[src/hw/scc_pkg.sv]
// --------------------------------------------------------------------
// strap capture constants
// --------------------------------------------------------------------
package scc_pkg;
	// apb address decode, byte addresses of the three words
	localparam int unsigned SCC_ADDR_W          = 12;
	localparam logic [11:0] SCC_STRAP_VALUE_OFS = 12'h000; // read only
	localparam logic [11:0] SCC_CONFIG_OFS      = 12'h004; // read/write
	localparam logic [11:0] SCC_STATUS_OFS      = 12'h008; // read only

	// strap bit positions in the strap-value word
	localparam int unsigned SCC_STRAP_N    = 5;
	localparam int unsigned SCC_S_REGULATOR = 0; // regulator_voltage_strap
	localparam int unsigned SCC_S_BOOT_SEL  = 1; // boot_select_strap
	localparam int unsigned SCC_S_DL_QUAL   = 2; // download_qualify_strap
	localparam int unsigned SCC_S_LOG_EDGE  = 3; // log_and_edge_strap
	localparam int unsigned SCC_S_EDGE_LOW  = 4; // edge_select_low_strap

	// weak pull direction per strap, one means pull-up
	localparam logic [4:0] SCC_STRAP_PULL_UP = 5'h1a;

	// configuration word fields
	localparam int unsigned SCC_CFG_W            = 5;
	localparam int unsigned SCC_CFG_VOLT_OVR     = 0; // use firmware volt
	localparam int unsigned SCC_CFG_VOLT_1V8     = 1; // one selects 1.8 v
	localparam int unsigned SCC_CFG_SDIO_OVR     = 2; // use firmware edges
	localparam int unsigned SCC_CFG_SDIO_IN_RISE = 3; // input on rising
	localparam int unsigned SCC_CFG_SDIO_OUT_RISE = 4; // output on rising
	localparam logic [4:0]  SCC_CFG_RESET        = 5'h00;

	// status word fields
	localparam int unsigned SCC_ST_VOLT_1V8  = 0;
	localparam int unsigned SCC_ST_BOOT_FLASH = 1;
	localparam int unsigned SCC_ST_BOOT_DL   = 2;
	localparam int unsigned SCC_ST_LOG_EN    = 3;
	localparam int unsigned SCC_ST_IN_RISE   = 4;
	localparam int unsigned SCC_ST_OUT_RISE  = 5;
	localparam int unsigned SCC_ST_CAPTURED  = 6;
	localparam int unsigned SCC_ST_CHIP_EN   = 7;
	localparam int unsigned SCC_ST_BOOT_UNDEF = 8;

	// pull settle time before the latches close
	localparam int unsigned SCC_CLK_MHZ   = 40;
	localparam int unsigned SCC_SETTLE_NS = 200;
	localparam int unsigned SCC_SETTLE_RAW =
		(SCC_SETTLE_NS * SCC_CLK_MHZ + 999) / 1000;
	localparam int unsigned SCC_SETTLE_CYCLES =
		(SCC_SETTLE_RAW < 1) ? 1 : SCC_SETTLE_RAW;

	// capture sequence
	typedef enum logic [0:0] {
		SCC_SETTLE,
		SCC_FROZEN
	} scc_state_e;
endpackage

[src/hw/scc_strap_capture.sv]
// The register offsets and the APB slave port were decided locally.
`timescale 1ns/1ps
`default_nettype none

module scc_strap_capture
	import scc_pkg::*;
#(
	parameter int unsigned SETTLE_CYCLES = SCC_SETTLE_CYCLES // pull settle
) (
	input  wire logic        pclk,                    // apb clock, 40 mhz
	input  wire logic        presetn,                 // async reset, low
	input  wire logic        psel,                    // apb select
	input  wire logic        penable,                 // apb access phase
	input  wire logic        pwrite,                  // apb write
	input  wire logic [11:0] paddr,                   // apb byte address
	input  wire logic [31:0] pwdata,                  // apb write data
	output logic      [31:0] prdata,                  // apb read data
	output logic             pready,                  // apb ready
	output logic             pslverr,                 // apb error
	input  wire logic        chip_enable,             // chip enable, high
	input  wire logic        regulator_voltage_strap, // strap pin level
	input  wire logic        boot_select_strap,       // strap pin level
	input  wire logic        download_qualify_strap,  // strap pin level
	input  wire logic        log_and_edge_strap,      // strap pin level
	input  wire logic        edge_select_low_strap,   // strap pin level
	output logic      [4:0]  strap_pull_en,           // weak pulls active
	output logic      [4:0]  strap_pull_up,           // pull direction
	output logic             pins_functional,         // pins to normal mux
	output logic             vddio_sel_1v8,           // regulator at 1.8 v
	output logic             boot_from_flash,         // flash boot
	output logic             boot_download,           // serial download
	output logic             boot_log_enable,         // log on first tx
	output logic             sdio_in_rise,            // sample on rising
	output logic             sdio_out_rise,           // launch on rising
	output logic             config_valid             // settings usable
);

	// ----------------------------------------------------------------
	// helpers
	// ----------------------------------------------------------------
	localparam int unsigned CNT_W = $clog2(SETTLE_CYCLES + 1);

	// firmware value wins over the strap when its override is set
	function automatic logic scc_pick(input logic ovr, input logic fw,
			input logic strap);
		scc_pick = ovr ? fw : strap;
	endfunction

	// ----------------------------------------------------------------
	// state
	// ----------------------------------------------------------------
	scc_state_e         state_q, state_d;   // capture sequence
	logic [CNT_W-1:0]   cnt_q, cnt_d;       // settle counter
	logic [4:0]         strap_q, strap_d;   // latched strap bits
	logic [4:0]         cfg_q, cfg_d;       // firmware config
	logic               pull_q, pull_d;     // pulls on
	logic               func_q, func_d;     // normal pin function
	logic [5:0]         set_q, set_d;       // decoded settings
	logic               valid_q, valid_d;   // settings usable
	logic               rdy_q, rdy_d;       // apb ready
	logic               err_q, err_d;       // apb error
	logic [31:0]        rdata_q, rdata_d;   // apb read data
	logic [4:0]         pins;               // strap pins as one word
	logic               setup;              // apb setup phase
	logic               wr_take;            // write completes this edge
	logic               boot_undef;         // select low, qualify high

	assign pins = {edge_select_low_strap, log_and_edge_strap,
		download_qualify_strap, boot_select_strap,
		regulator_voltage_strap};
	assign setup   = psel & ~penable;
	assign wr_take = psel & penable & rdy_q & pwrite;
	assign boot_undef = ~strap_q[SCC_S_BOOT_SEL] & strap_q[SCC_S_DL_QUAL];

	// ----------------------------------------------------------------
	// capture sequence
	// ----------------------------------------------------------------
	// pulls stay on through reset and the settle count; a low chip
	// enable stalls the count, so the latches never close while the
	// chip is held disabled
	always_comb begin
		state_d = state_q;
		cnt_d   = cnt_q;
		strap_d = strap_q;
		pull_d  = pull_q;
		func_d  = func_q;
		case (state_q)
			SCC_SETTLE: begin
				if (chip_enable) begin
					if (cnt_q == CNT_W'(SETTLE_CYCLES - 1)) begin
						strap_d = pins;
						pull_d  = 1'b0;
						func_d  = 1'b1;
						state_d = SCC_FROZEN;
					end else begin
						cnt_d = cnt_q + CNT_W'(1);
					end
				end
			end
			SCC_FROZEN: begin
				// latches hold until the next power-on reset
				strap_d = strap_q;
			end
			default: begin
				state_d = SCC_SETTLE;
			end
		endcase
	end

	// pull enable resets high, so the pulls act during reset itself
	always_ff @(posedge pclk or negedge presetn) begin
		if (!presetn) begin
			state_q <= SCC_SETTLE;
			cnt_q   <= '0;
			strap_q <= SCC_STRAP_PULL_UP;
			pull_q  <= 1'b1;
			func_q  <= 1'b0;
		end else begin
			state_q <= state_d;
			cnt_q   <= cnt_d;
			strap_q <= strap_d;
			pull_q  <= pull_d;
			func_q  <= func_d;
		end
	end

	// ----------------------------------------------------------------
	// decoded settings
	// ----------------------------------------------------------------
	// one cycle behind the strap latch and config word
	always_comb begin
		set_d = '0;
		set_d[SCC_ST_VOLT_1V8] = scc_pick(cfg_q[SCC_CFG_VOLT_OVR],
			cfg_q[SCC_CFG_VOLT_1V8], strap_q[SCC_S_REGULATOR]);
		set_d[SCC_ST_BOOT_FLASH] = strap_q[SCC_S_BOOT_SEL];
		set_d[SCC_ST_BOOT_DL] = ~strap_q[SCC_S_BOOT_SEL]
			& ~strap_q[SCC_S_DL_QUAL];
		set_d[SCC_ST_LOG_EN] = strap_q[SCC_S_LOG_EDGE];
		set_d[SCC_ST_IN_RISE] = scc_pick(cfg_q[SCC_CFG_SDIO_OVR],
			cfg_q[SCC_CFG_SDIO_IN_RISE], strap_q[SCC_S_LOG_EDGE]);
		set_d[SCC_ST_OUT_RISE] = scc_pick(cfg_q[SCC_CFG_SDIO_OVR],
			cfg_q[SCC_CFG_SDIO_OUT_RISE], strap_q[SCC_S_EDGE_LOW]);
		valid_d = (state_q == SCC_FROZEN) & chip_enable;
	end

	always_ff @(posedge pclk or negedge presetn) begin
		if (!presetn) begin
			set_q   <= '0;
			valid_q <= 1'b0;
		end else begin
			set_q   <= set_d;
			valid_q <= valid_d;
		end
	end

	// ----------------------------------------------------------------
	// apb slave
	// ----------------------------------------------------------------
	// answer is prepared in the setup cycle, so every access phase
	// lasts exactly one cycle and all bus outputs come from flops
	always_comb begin
		rdy_d   = setup;
		err_d   = 1'b0;
		rdata_d = '0;
		cfg_d   = cfg_q;
		if (setup) begin
			case (paddr)
				SCC_STRAP_VALUE_OFS: begin
					rdata_d[SCC_STRAP_N-1:0] = strap_q;
					err_d = pwrite; // read only word
				end
				SCC_CONFIG_OFS: begin
					rdata_d[SCC_CFG_W-1:0] = cfg_q;
					err_d = pwrite & ~chip_enable;
				end
				SCC_STATUS_OFS: begin
					rdata_d[SCC_ST_OUT_RISE:SCC_ST_VOLT_1V8] = set_q;
					rdata_d[SCC_ST_CAPTURED]   = func_q;
					rdata_d[SCC_ST_CHIP_EN]    = chip_enable;
					rdata_d[SCC_ST_BOOT_UNDEF] = boot_undef;
					err_d = pwrite;
				end
				default: begin
					err_d = 1'b1; // unmapped address
				end
			endcase
		end
		// config takes effect only on the completing edge
		if (wr_take && paddr == SCC_CONFIG_OFS && chip_enable) begin
			cfg_d = pwdata[SCC_CFG_W-1:0];
		end
	end

	always_ff @(posedge pclk or negedge presetn) begin
		if (!presetn) begin
			rdy_q   <= 1'b0;
			err_q   <= 1'b0;
			rdata_q <= '0;
			cfg_q   <= SCC_CFG_RESET;
		end else begin
			rdy_q   <= rdy_d;
			err_q   <= err_d;
			rdata_q <= rdata_d;
			cfg_q   <= cfg_d;
		end
	end

	// ----------------------------------------------------------------
	// outputs
	// ----------------------------------------------------------------
	assign prdata          = rdata_q;
	assign pready          = rdy_q;
	assign pslverr         = err_q;
	assign strap_pull_en   = {5{pull_q}};
	assign strap_pull_up   = SCC_STRAP_PULL_UP;
	assign pins_functional = func_q;
	assign vddio_sel_1v8   = set_q[SCC_ST_VOLT_1V8];
	assign boot_from_flash = set_q[SCC_ST_BOOT_FLASH];
	assign boot_download   = set_q[SCC_ST_BOOT_DL];
	assign boot_log_enable = set_q[SCC_ST_LOG_EN];
	assign sdio_in_rise    = set_q[SCC_ST_IN_RISE];
	assign sdio_out_rise   = set_q[SCC_ST_OUT_RISE];
	assign config_valid    = valid_q;
endmodule

`default_nettype wire

[config.mk]
export PLATFORM = sky130hd
export DESIGN_NAME = scc_strap_capture
export DESIGN_NICKNAME = d
export VERILOG_FILES = /design/src/hw/scc_pkg.sv /design/src/hw/scc_strap_capture.sv
export SDC_FILE = /design/constraint.sdc
export NUM_CORES = 1
export LEC_CHECK = 0
export ABC_AREA = 1
export BUFFER_PORTS_ARGS = -buffer_cell sky130_fd_sc_hd__buf_2
export CORE_MARGIN = 8
export CORE_UTILIZATION = 40
export DETAILED_ROUTE_END_ITERATION = 12
export PLACE_DENSITY_LB_ADDON = 0.25
export SYNTH_ARGS = -nofsm -noshare
export SYNTH_HDL_FRONTEND = slang
export SYNTH_SLANG_ARGS = --single-unit
export TNS_END_PERCENT = 10
[constraint.sdc]
create_clock -name pclk -period 1.8 [get_ports pclk]
set_input_delay 0 -clock pclk [delete_from_list [all_inputs] [get_ports pclk]]
set_output_delay 0 -clock pclk [all_outputs]
set_load 0.05 [all_outputs]
==> qor.yml, run 1 <==
clockBufferDepth: 2
globalplace.congestion: 0.763
cts_hold_buf: 14
syn_area_per_cell_um2: 9.05
fp.dieH_um: 83.1
synthTopCellsByCount: "33 x buf_4, 31 x dfrtp_1, 28 x nand2_1"
nets: 319
synth-edff-count: 0
core_um2: 4350
vias: 1308
synth.most_common_cell: "buf_4"
antenna_found_initial: 0
clk_pin_slew_worst_paths_ns: 0.06
synthAdderAreaFrac_pct: 0.694
synth-seq-area-share_pct: 48.9
grt_max_degree: 36
syn2layout_area_growth_pct: 21.2
cp-end-kind: "register"
syn_inst: 199
power_density_nw_per_um2: 1230
diodes: 0
p_total_mw: 2.69
cts_tree: "done"
p_sw_share_pct: 43.5
period_needed_ns: 1.40
maxCapViolations: 0
cts_root_buffer: "clkbuf_8"
required_ns: 1.96
post-route-worst-setup-slack_ns: 0.404
first_global_vias: 1366
cp.buffers_inverters: 1
synth_cell_type_count: 30
path_delay_family: "flip-flops"
synthMuxAreaShare_pct: 0.625
ant_nets: 0
finalMaxSlewViolations: 0
seqCellArea_um2: 881
seqPwrFrac_pct: 41.8
internal_power_mw: 1.52
hold_viol: 0
pre_cts_slack_ns: 0.409
tns_ns: 0
crit_slowest_cell: "dfrtp_1"
wl_per_cell_um: 11.4
numCtsBuffers: 5
skew_ns: 0.00511
post_cts_resized: 0
clock_power_share_pct: 19.5
path_class: "register to register"
insertion_delay_ns: 0.28
synth_top_cell_by_area: "dfrtp_1"
h-tree-depth: 2
cpPeakStageDelay_ns: 0.40
initial_utilization_pct: 41.4
synth_compound_area_share_pct: 6.32
maxSlewHeadroom_pct: 49.8
drc: 0
synth_ff_type: "dfrtp_1"
vdd_drop_max_uv: 639
vias_per_cell: 4.14
status: "finished clean"
hold_class: "input port to register"
synth_xor_area_share_pct: 0.972
cp_data_arrival_time_ns: 1.55
power.net_switching_mw: 1.17
fmax_mhz: 716
drt_iter0_drc: 49
grt-ovfl-total: 0
grt_util_all_layers_pct: 10.8
holdWs_ns: 0.0327
multiInputGateArea_um2: 661
rsz0062_at_grt: "no"
drive_above_1_share_pct: 31.4
routed_wl_um: 3590
dp_hpwl_um: 2860
path_cells: "ha_1, nand2_1, nor2_1, inv_1, nand2_1, mux2_1"
critical_path_peak_fanout: 4
async_reset_ff_share_pct: 100
synth-seq-cells: 35
fin_crit_sh_pct: 77.6
yosys_warnings: 0
synth_top_area_share_pct: 43.1
crit_top_cell: "nand2_1"
grt_first_pass_wirelength_um: 6200
p_comb_share_pct: 38.6
synth_area_um2: 1800
synthSimpleGateAreaFrac_pct: 22.2
filler_cell_count: 413
die_w_um: 83.1
io_buffer_count: 51
firstDrtPassIters: 4
die-area_um2: 6910
setup_viol: 0
synth_top_family_by_area: "simple AND/OR/NAND/NOR gates"
cts_setup_buffers: 0
p_leak_nw: 1.15
clock_sinks: 35
cp-start-kind: "register"
tightest_slew_ns: 0.754
std_cell_rows: 24
io_pins: 107
synth_area_leaders: "dfrtp_1 43%, buf_4 14%, dfstp_2 5.8%"
[logic make-up (layout without fill, tap and decap cells)]
group | after synthesis | after routing
adders and majority gates | 1 | 1
DFF | 35 | 35
buffers and inverters | 60 | 99
xor gates and xnor gates | 2 | 2
and+or+nand+nor | 77 | 77
AOI/OAI and AO/OA | 21 | 21
other | 2 | 28
muxes | 1 | 1
[stage by stage]
step	util (%)	std cells	area, um2
floorplan	-	225	1900
global placement	45.1	294	1960
detailed placement	45.1	294	1960
CTS	50.1	316	2180
global route	50.1	316	2180
finish	50.1	316	2180
[worst reg2reg max path, cell delays in order, from the launching register on]
cell     delay, ns
dfrtp_1       0.40
ha_1          0.22
nand2_1       0.09
nor2_1        0.04
inv_1         0.08
nand2_1       0.12
mux2_1        0.33
[sequential cells by signal, indices dropped and copies added (netlist names)]
name	cells
prdata	9
cnt_q	4
config_valid	1
pready	1
set_q	6
state_q	1
pull_q	1
cfg_q	5
strap_q	5
pslverr	1
pins_functional	1
[worst paths after layout]
check | startpoint | endpoint | slack (ns) | cells after the start
worst max-delay path | cnt_q[0]$_DFFE_PN0P_ | cnt_q[1]$_DFFE_PN0P_ | 0.40 | 6
worst min-delay path | psel | pready$_DFF_PN0_ | 0.03 | 3
worst max register to register | cnt_q[0]$_DFFE_PN0P_ | cnt_q[1]$_DFFE_PN0P_ | 0.40 | 6
worst min register to register | strap_q[3]$_DFFE_PN1P_ | set_q[3]$_DFF_PN0_ | 0.40 | 0
max in group asynchronous | presetn | cfg_q[2]$_DFFE_PN0P_ | 1.00 | 2
min in group asynchronous | presetn | cnt_q[2]$_DFFE_PN0P_ | 0.33 | 2
[power groups by stage]
stage	Clock, mW	Combinational, mW	Sequential, mW
2_1_floorplan	0	0.699	1.35
3_3_place_gp	0	1.02	1.14
3_5_place_dp	0	1.03	1.14
4_1_cts	0.553	1.05	1.13
5_1_grt	0.588	1.12	1.16
6_report	0.525	1.04	1.13
[layout make-up]
class / instances / share of cell area (%)
inverters: 25 / 4.30
repair buffers: 66 / 18.5
multi-input cells: 130 / 30.3
flip-flops and latches: 35 / 40.3
clock buffers: 8 / 3.67
well taps: 52 / 2.98
[cell usage in the layout (no fill, tap or decap), drive strengths merged]
master and count:
conb 28, o21bai 1, buf 52, nor3 4
nand3 11, xor2 1, a21o 1, o21ai 15
inv 25, dfstp 4, clkbuf 8, nor4 1
a21oi 4, mux2 1, ha 1, dlygate4sd3 14
nand2 32, nor2 29, dfrtp 31, xnor2 1
[metal layers]
metal | up-vias | GRT usage (%) | wire length (um)
li1 | 679 | - | -
met3 | 4 | 4.30 | 210
met5 | - | 0 | 0
met2 | 47 | 17.0 | 1750
met1 | 578 | 12.3 | 1570
met4 | 0 | 5.75 | 64
(Power assumes the default switching activity.)
==> run 2: changes to the inputs <==
--- a/config.mk
+++ b/config.mk
@@ -8,7 +8,7 @@
 export ABC_AREA = 1
 export BUFFER_PORTS_ARGS = -buffer_cell sky130_fd_sc_hd__buf_2
 export CORE_MARGIN = 8
-export CORE_UTILIZATION = 40
+export CORE_UTILIZATION = 39
 export DETAILED_ROUTE_END_ITERATION = 12
 export PLACE_DENSITY_LB_ADDON = 0.25
 export SYNTH_ARGS = -nofsm -noshare
==> constraint.sdc (replaced) <==
create_clock -name pclk -period 1.2 [get_ports pclk]
set_input_delay 0 -clock pclk [delete_from_list [all_inputs] [get_ports pclk]]
set_output_delay 0 -clock pclk [all_outputs]
set_load 0.05 [all_outputs]
==> qor.yml, run 2 (synthesis results as in run 1) <==
status: "complete, but fails checks"
violations: "setup timing"
die-area_um2: 7050
finish.utilization_pct: 53.1
p_leak_nw: 1.23
finalInstanceArea_um2: 2340
filler_cell_count: 428
fmax_mhz: 783
cts_root_buffer: "clkbuf_8"
wl_per_cell_um: 12.2
firstDrtPassIters: 4
numCtsBuffers: 5
grt_first_pass_wirelength_um: 6290
io_buffer_count: 51
vias: 1364
cts_tree: "done"
diodes: 0
globalplace.congestion: 0.788
postPlaceCellArea_um2: 2020
reg2regPathDepth: 6
grt-ovfl-total: 0
hold_class: "input port to register"
power_density_nw_per_um2: 1930
largest_reg_flops: 9
io_pins: 107
fin_crit_sh_pct: 106
hold_viol: 0
antenna_found_initial: 0
fp.dieH_um: 84.0
core_um2: 4410
period_needed_ns: 1.28
grt_util_all_layers_pct: 10.9
h-tree-depth: 2
critical_path_peak_fanout: 4
layout_commonest_cell: "buf_2"
setup_viol: 2
insertion_delay_ns: 0.29
cpPeakStageDelay_ns: 0.38
p_total_mw: 4.52
die_w_um: 84.0
multiInputGateArea_um2: 703
clockBufferDepth: 2
first_global_vias: 1382
vdd_drop_max_uv: 815
holdWs_ns: 0.0410
path_cells: "ha_2, nand2_2, nor2_2, inv_2, nand2_4, mux2_4"
maxCapViolations: 0
drc: 0
std_cell_rows: 24
nets: 328
path_class: "register to register"
clk_pin_slew_worst_paths_ns: 0.08
required_ns: 1.37
dp_hpwl_um: 2960
crit_slowest_cell: "dfrtp_1"
cp-start-kind: "register"
seqCellArea_um2: 882
clock_sinks: 35
ant_nets: 0
cp_data_arrival_time_ns: 1.45
drt_iter0_drc: 84
syn2layout_area_growth_pct: 30.1
post-route-worst-setup-slack_ns: -0.0772
grt_max_degree: 36
rsz0062_at_grt: "yes"
finalMaxSlewViolations: 0
cp-end-kind: "register"
hold-path-cell-count: 3
drive_above_1_share_pct: 38.1
skew_ns: 0.0112
final_cell_mix: "51 x buf_2, 30 x dfrtp_1, 28 x conb_1"
initial_utilization_pct: 40.8
vias_per_cell: 4.20
routed_wl_um: 3960
run 2: cell types whose count changed in the layout (fill, tap and decap cells not counted), sizes merged:
cell      delta
buf          +9
clkbuf       -2
bufinv       +1
clkinvlp     +1
run 2: repair_timing:
action / in CTS / in global routing
buffers inserted: 2 / 0
setup endpoints to repair: 8 / 16
pin swaps: 1 / 1
gates cloned: 0 / 1
endpoints found under the hold margin: 45 / 0
hold buffers: 14 / 0
gates resized for setup: 4 / 12
run 2: area by class of cell:
type / instances / share of cell area (%)
Tap cell: 52 / 2.77
Clock buffer: 6 / 3.09
Sequential cell: 35 / 37.6
Clock inverter: 2 / 1.60
Inverter: 25 / 4.00
Multi-Input combinational cell: 130 / 30.0
Timing Repair Buffer: 75 / 20.9
run 2: path summary, 6_finish.rpt:
path | from | endpoint | slack (ns)
min reg2reg | strap_q[3]$_DFFE_PN1P_ | set_q[3]$_DFF_PN0_ | 0.40
max in group asynchronous | presetn | strap_q[1]$_DFFE_PN1P_ | 0.59
min | psel | pready$_DFF_PN0_ | 0.04
max | cnt_q[0]$_DFFE_PN0P_ | cnt_q[1]$_DFFE_PN0P_ | -0.08
min in group asynchronous | presetn | set_q[2]$_DFF_PN0_ | 0.27
max reg2reg | cnt_q[0]$_DFFE_PN0P_ | cnt_q[1]$_DFFE_PN0P_ | -0.08
run 2: per-stage QoR:
stage / worst slack [ns] / cells / TNS (ns)
6_report: -0.0772 / 325 / -0.0946
5_1_grt: -0.133 / 325 / -0.831
4_1_cts: -0.0752 / 324 / -0.388
3_5_place_dp: -0.146 / 300 / -0.374
3_3_place_gp: -0.117 / 300 / -0.196
2_1_floorplan: -0.101 / 225 / -0.101
run 2: worst max-delay path: cells and delay by family (launching register included):
family / cells / cell delay [ns]
and+or+nand+nor: 3 / 0.19
DFF: 1 / 0.38
adders and majority gates: 1 / 0.19
buffers and inverters: 1 / 0.10
muxes: 1 / 0.30
run 2: where the power goes:
| part | internal, mW | leakage, nW | total (mW) | switching [mW] |
|---|---|---|---|---|
| Combinational | 0.495 | 0.751 | 1.79 | 1.29 |
| Sequential | 1.51 | 0.425 | 1.69 | 0.179 |
| Clock | 0.619 | 0.0514 | 1.04 | 0.419 |
run 2: metal layers:
| metal | vias up | global-route usage [%] | wire length (um) |
|---|---|---|---|
| met5 | - | 0 | 0 |
| met4 | 0 | 4.71 | 52 |
| met3 | 4 | 5.08 | 268 |
| met2 | 49 | 17.1 | 1920 |
| met1 | 617 | 12.3 | 1720 |
| li1 | 694 | - | - |
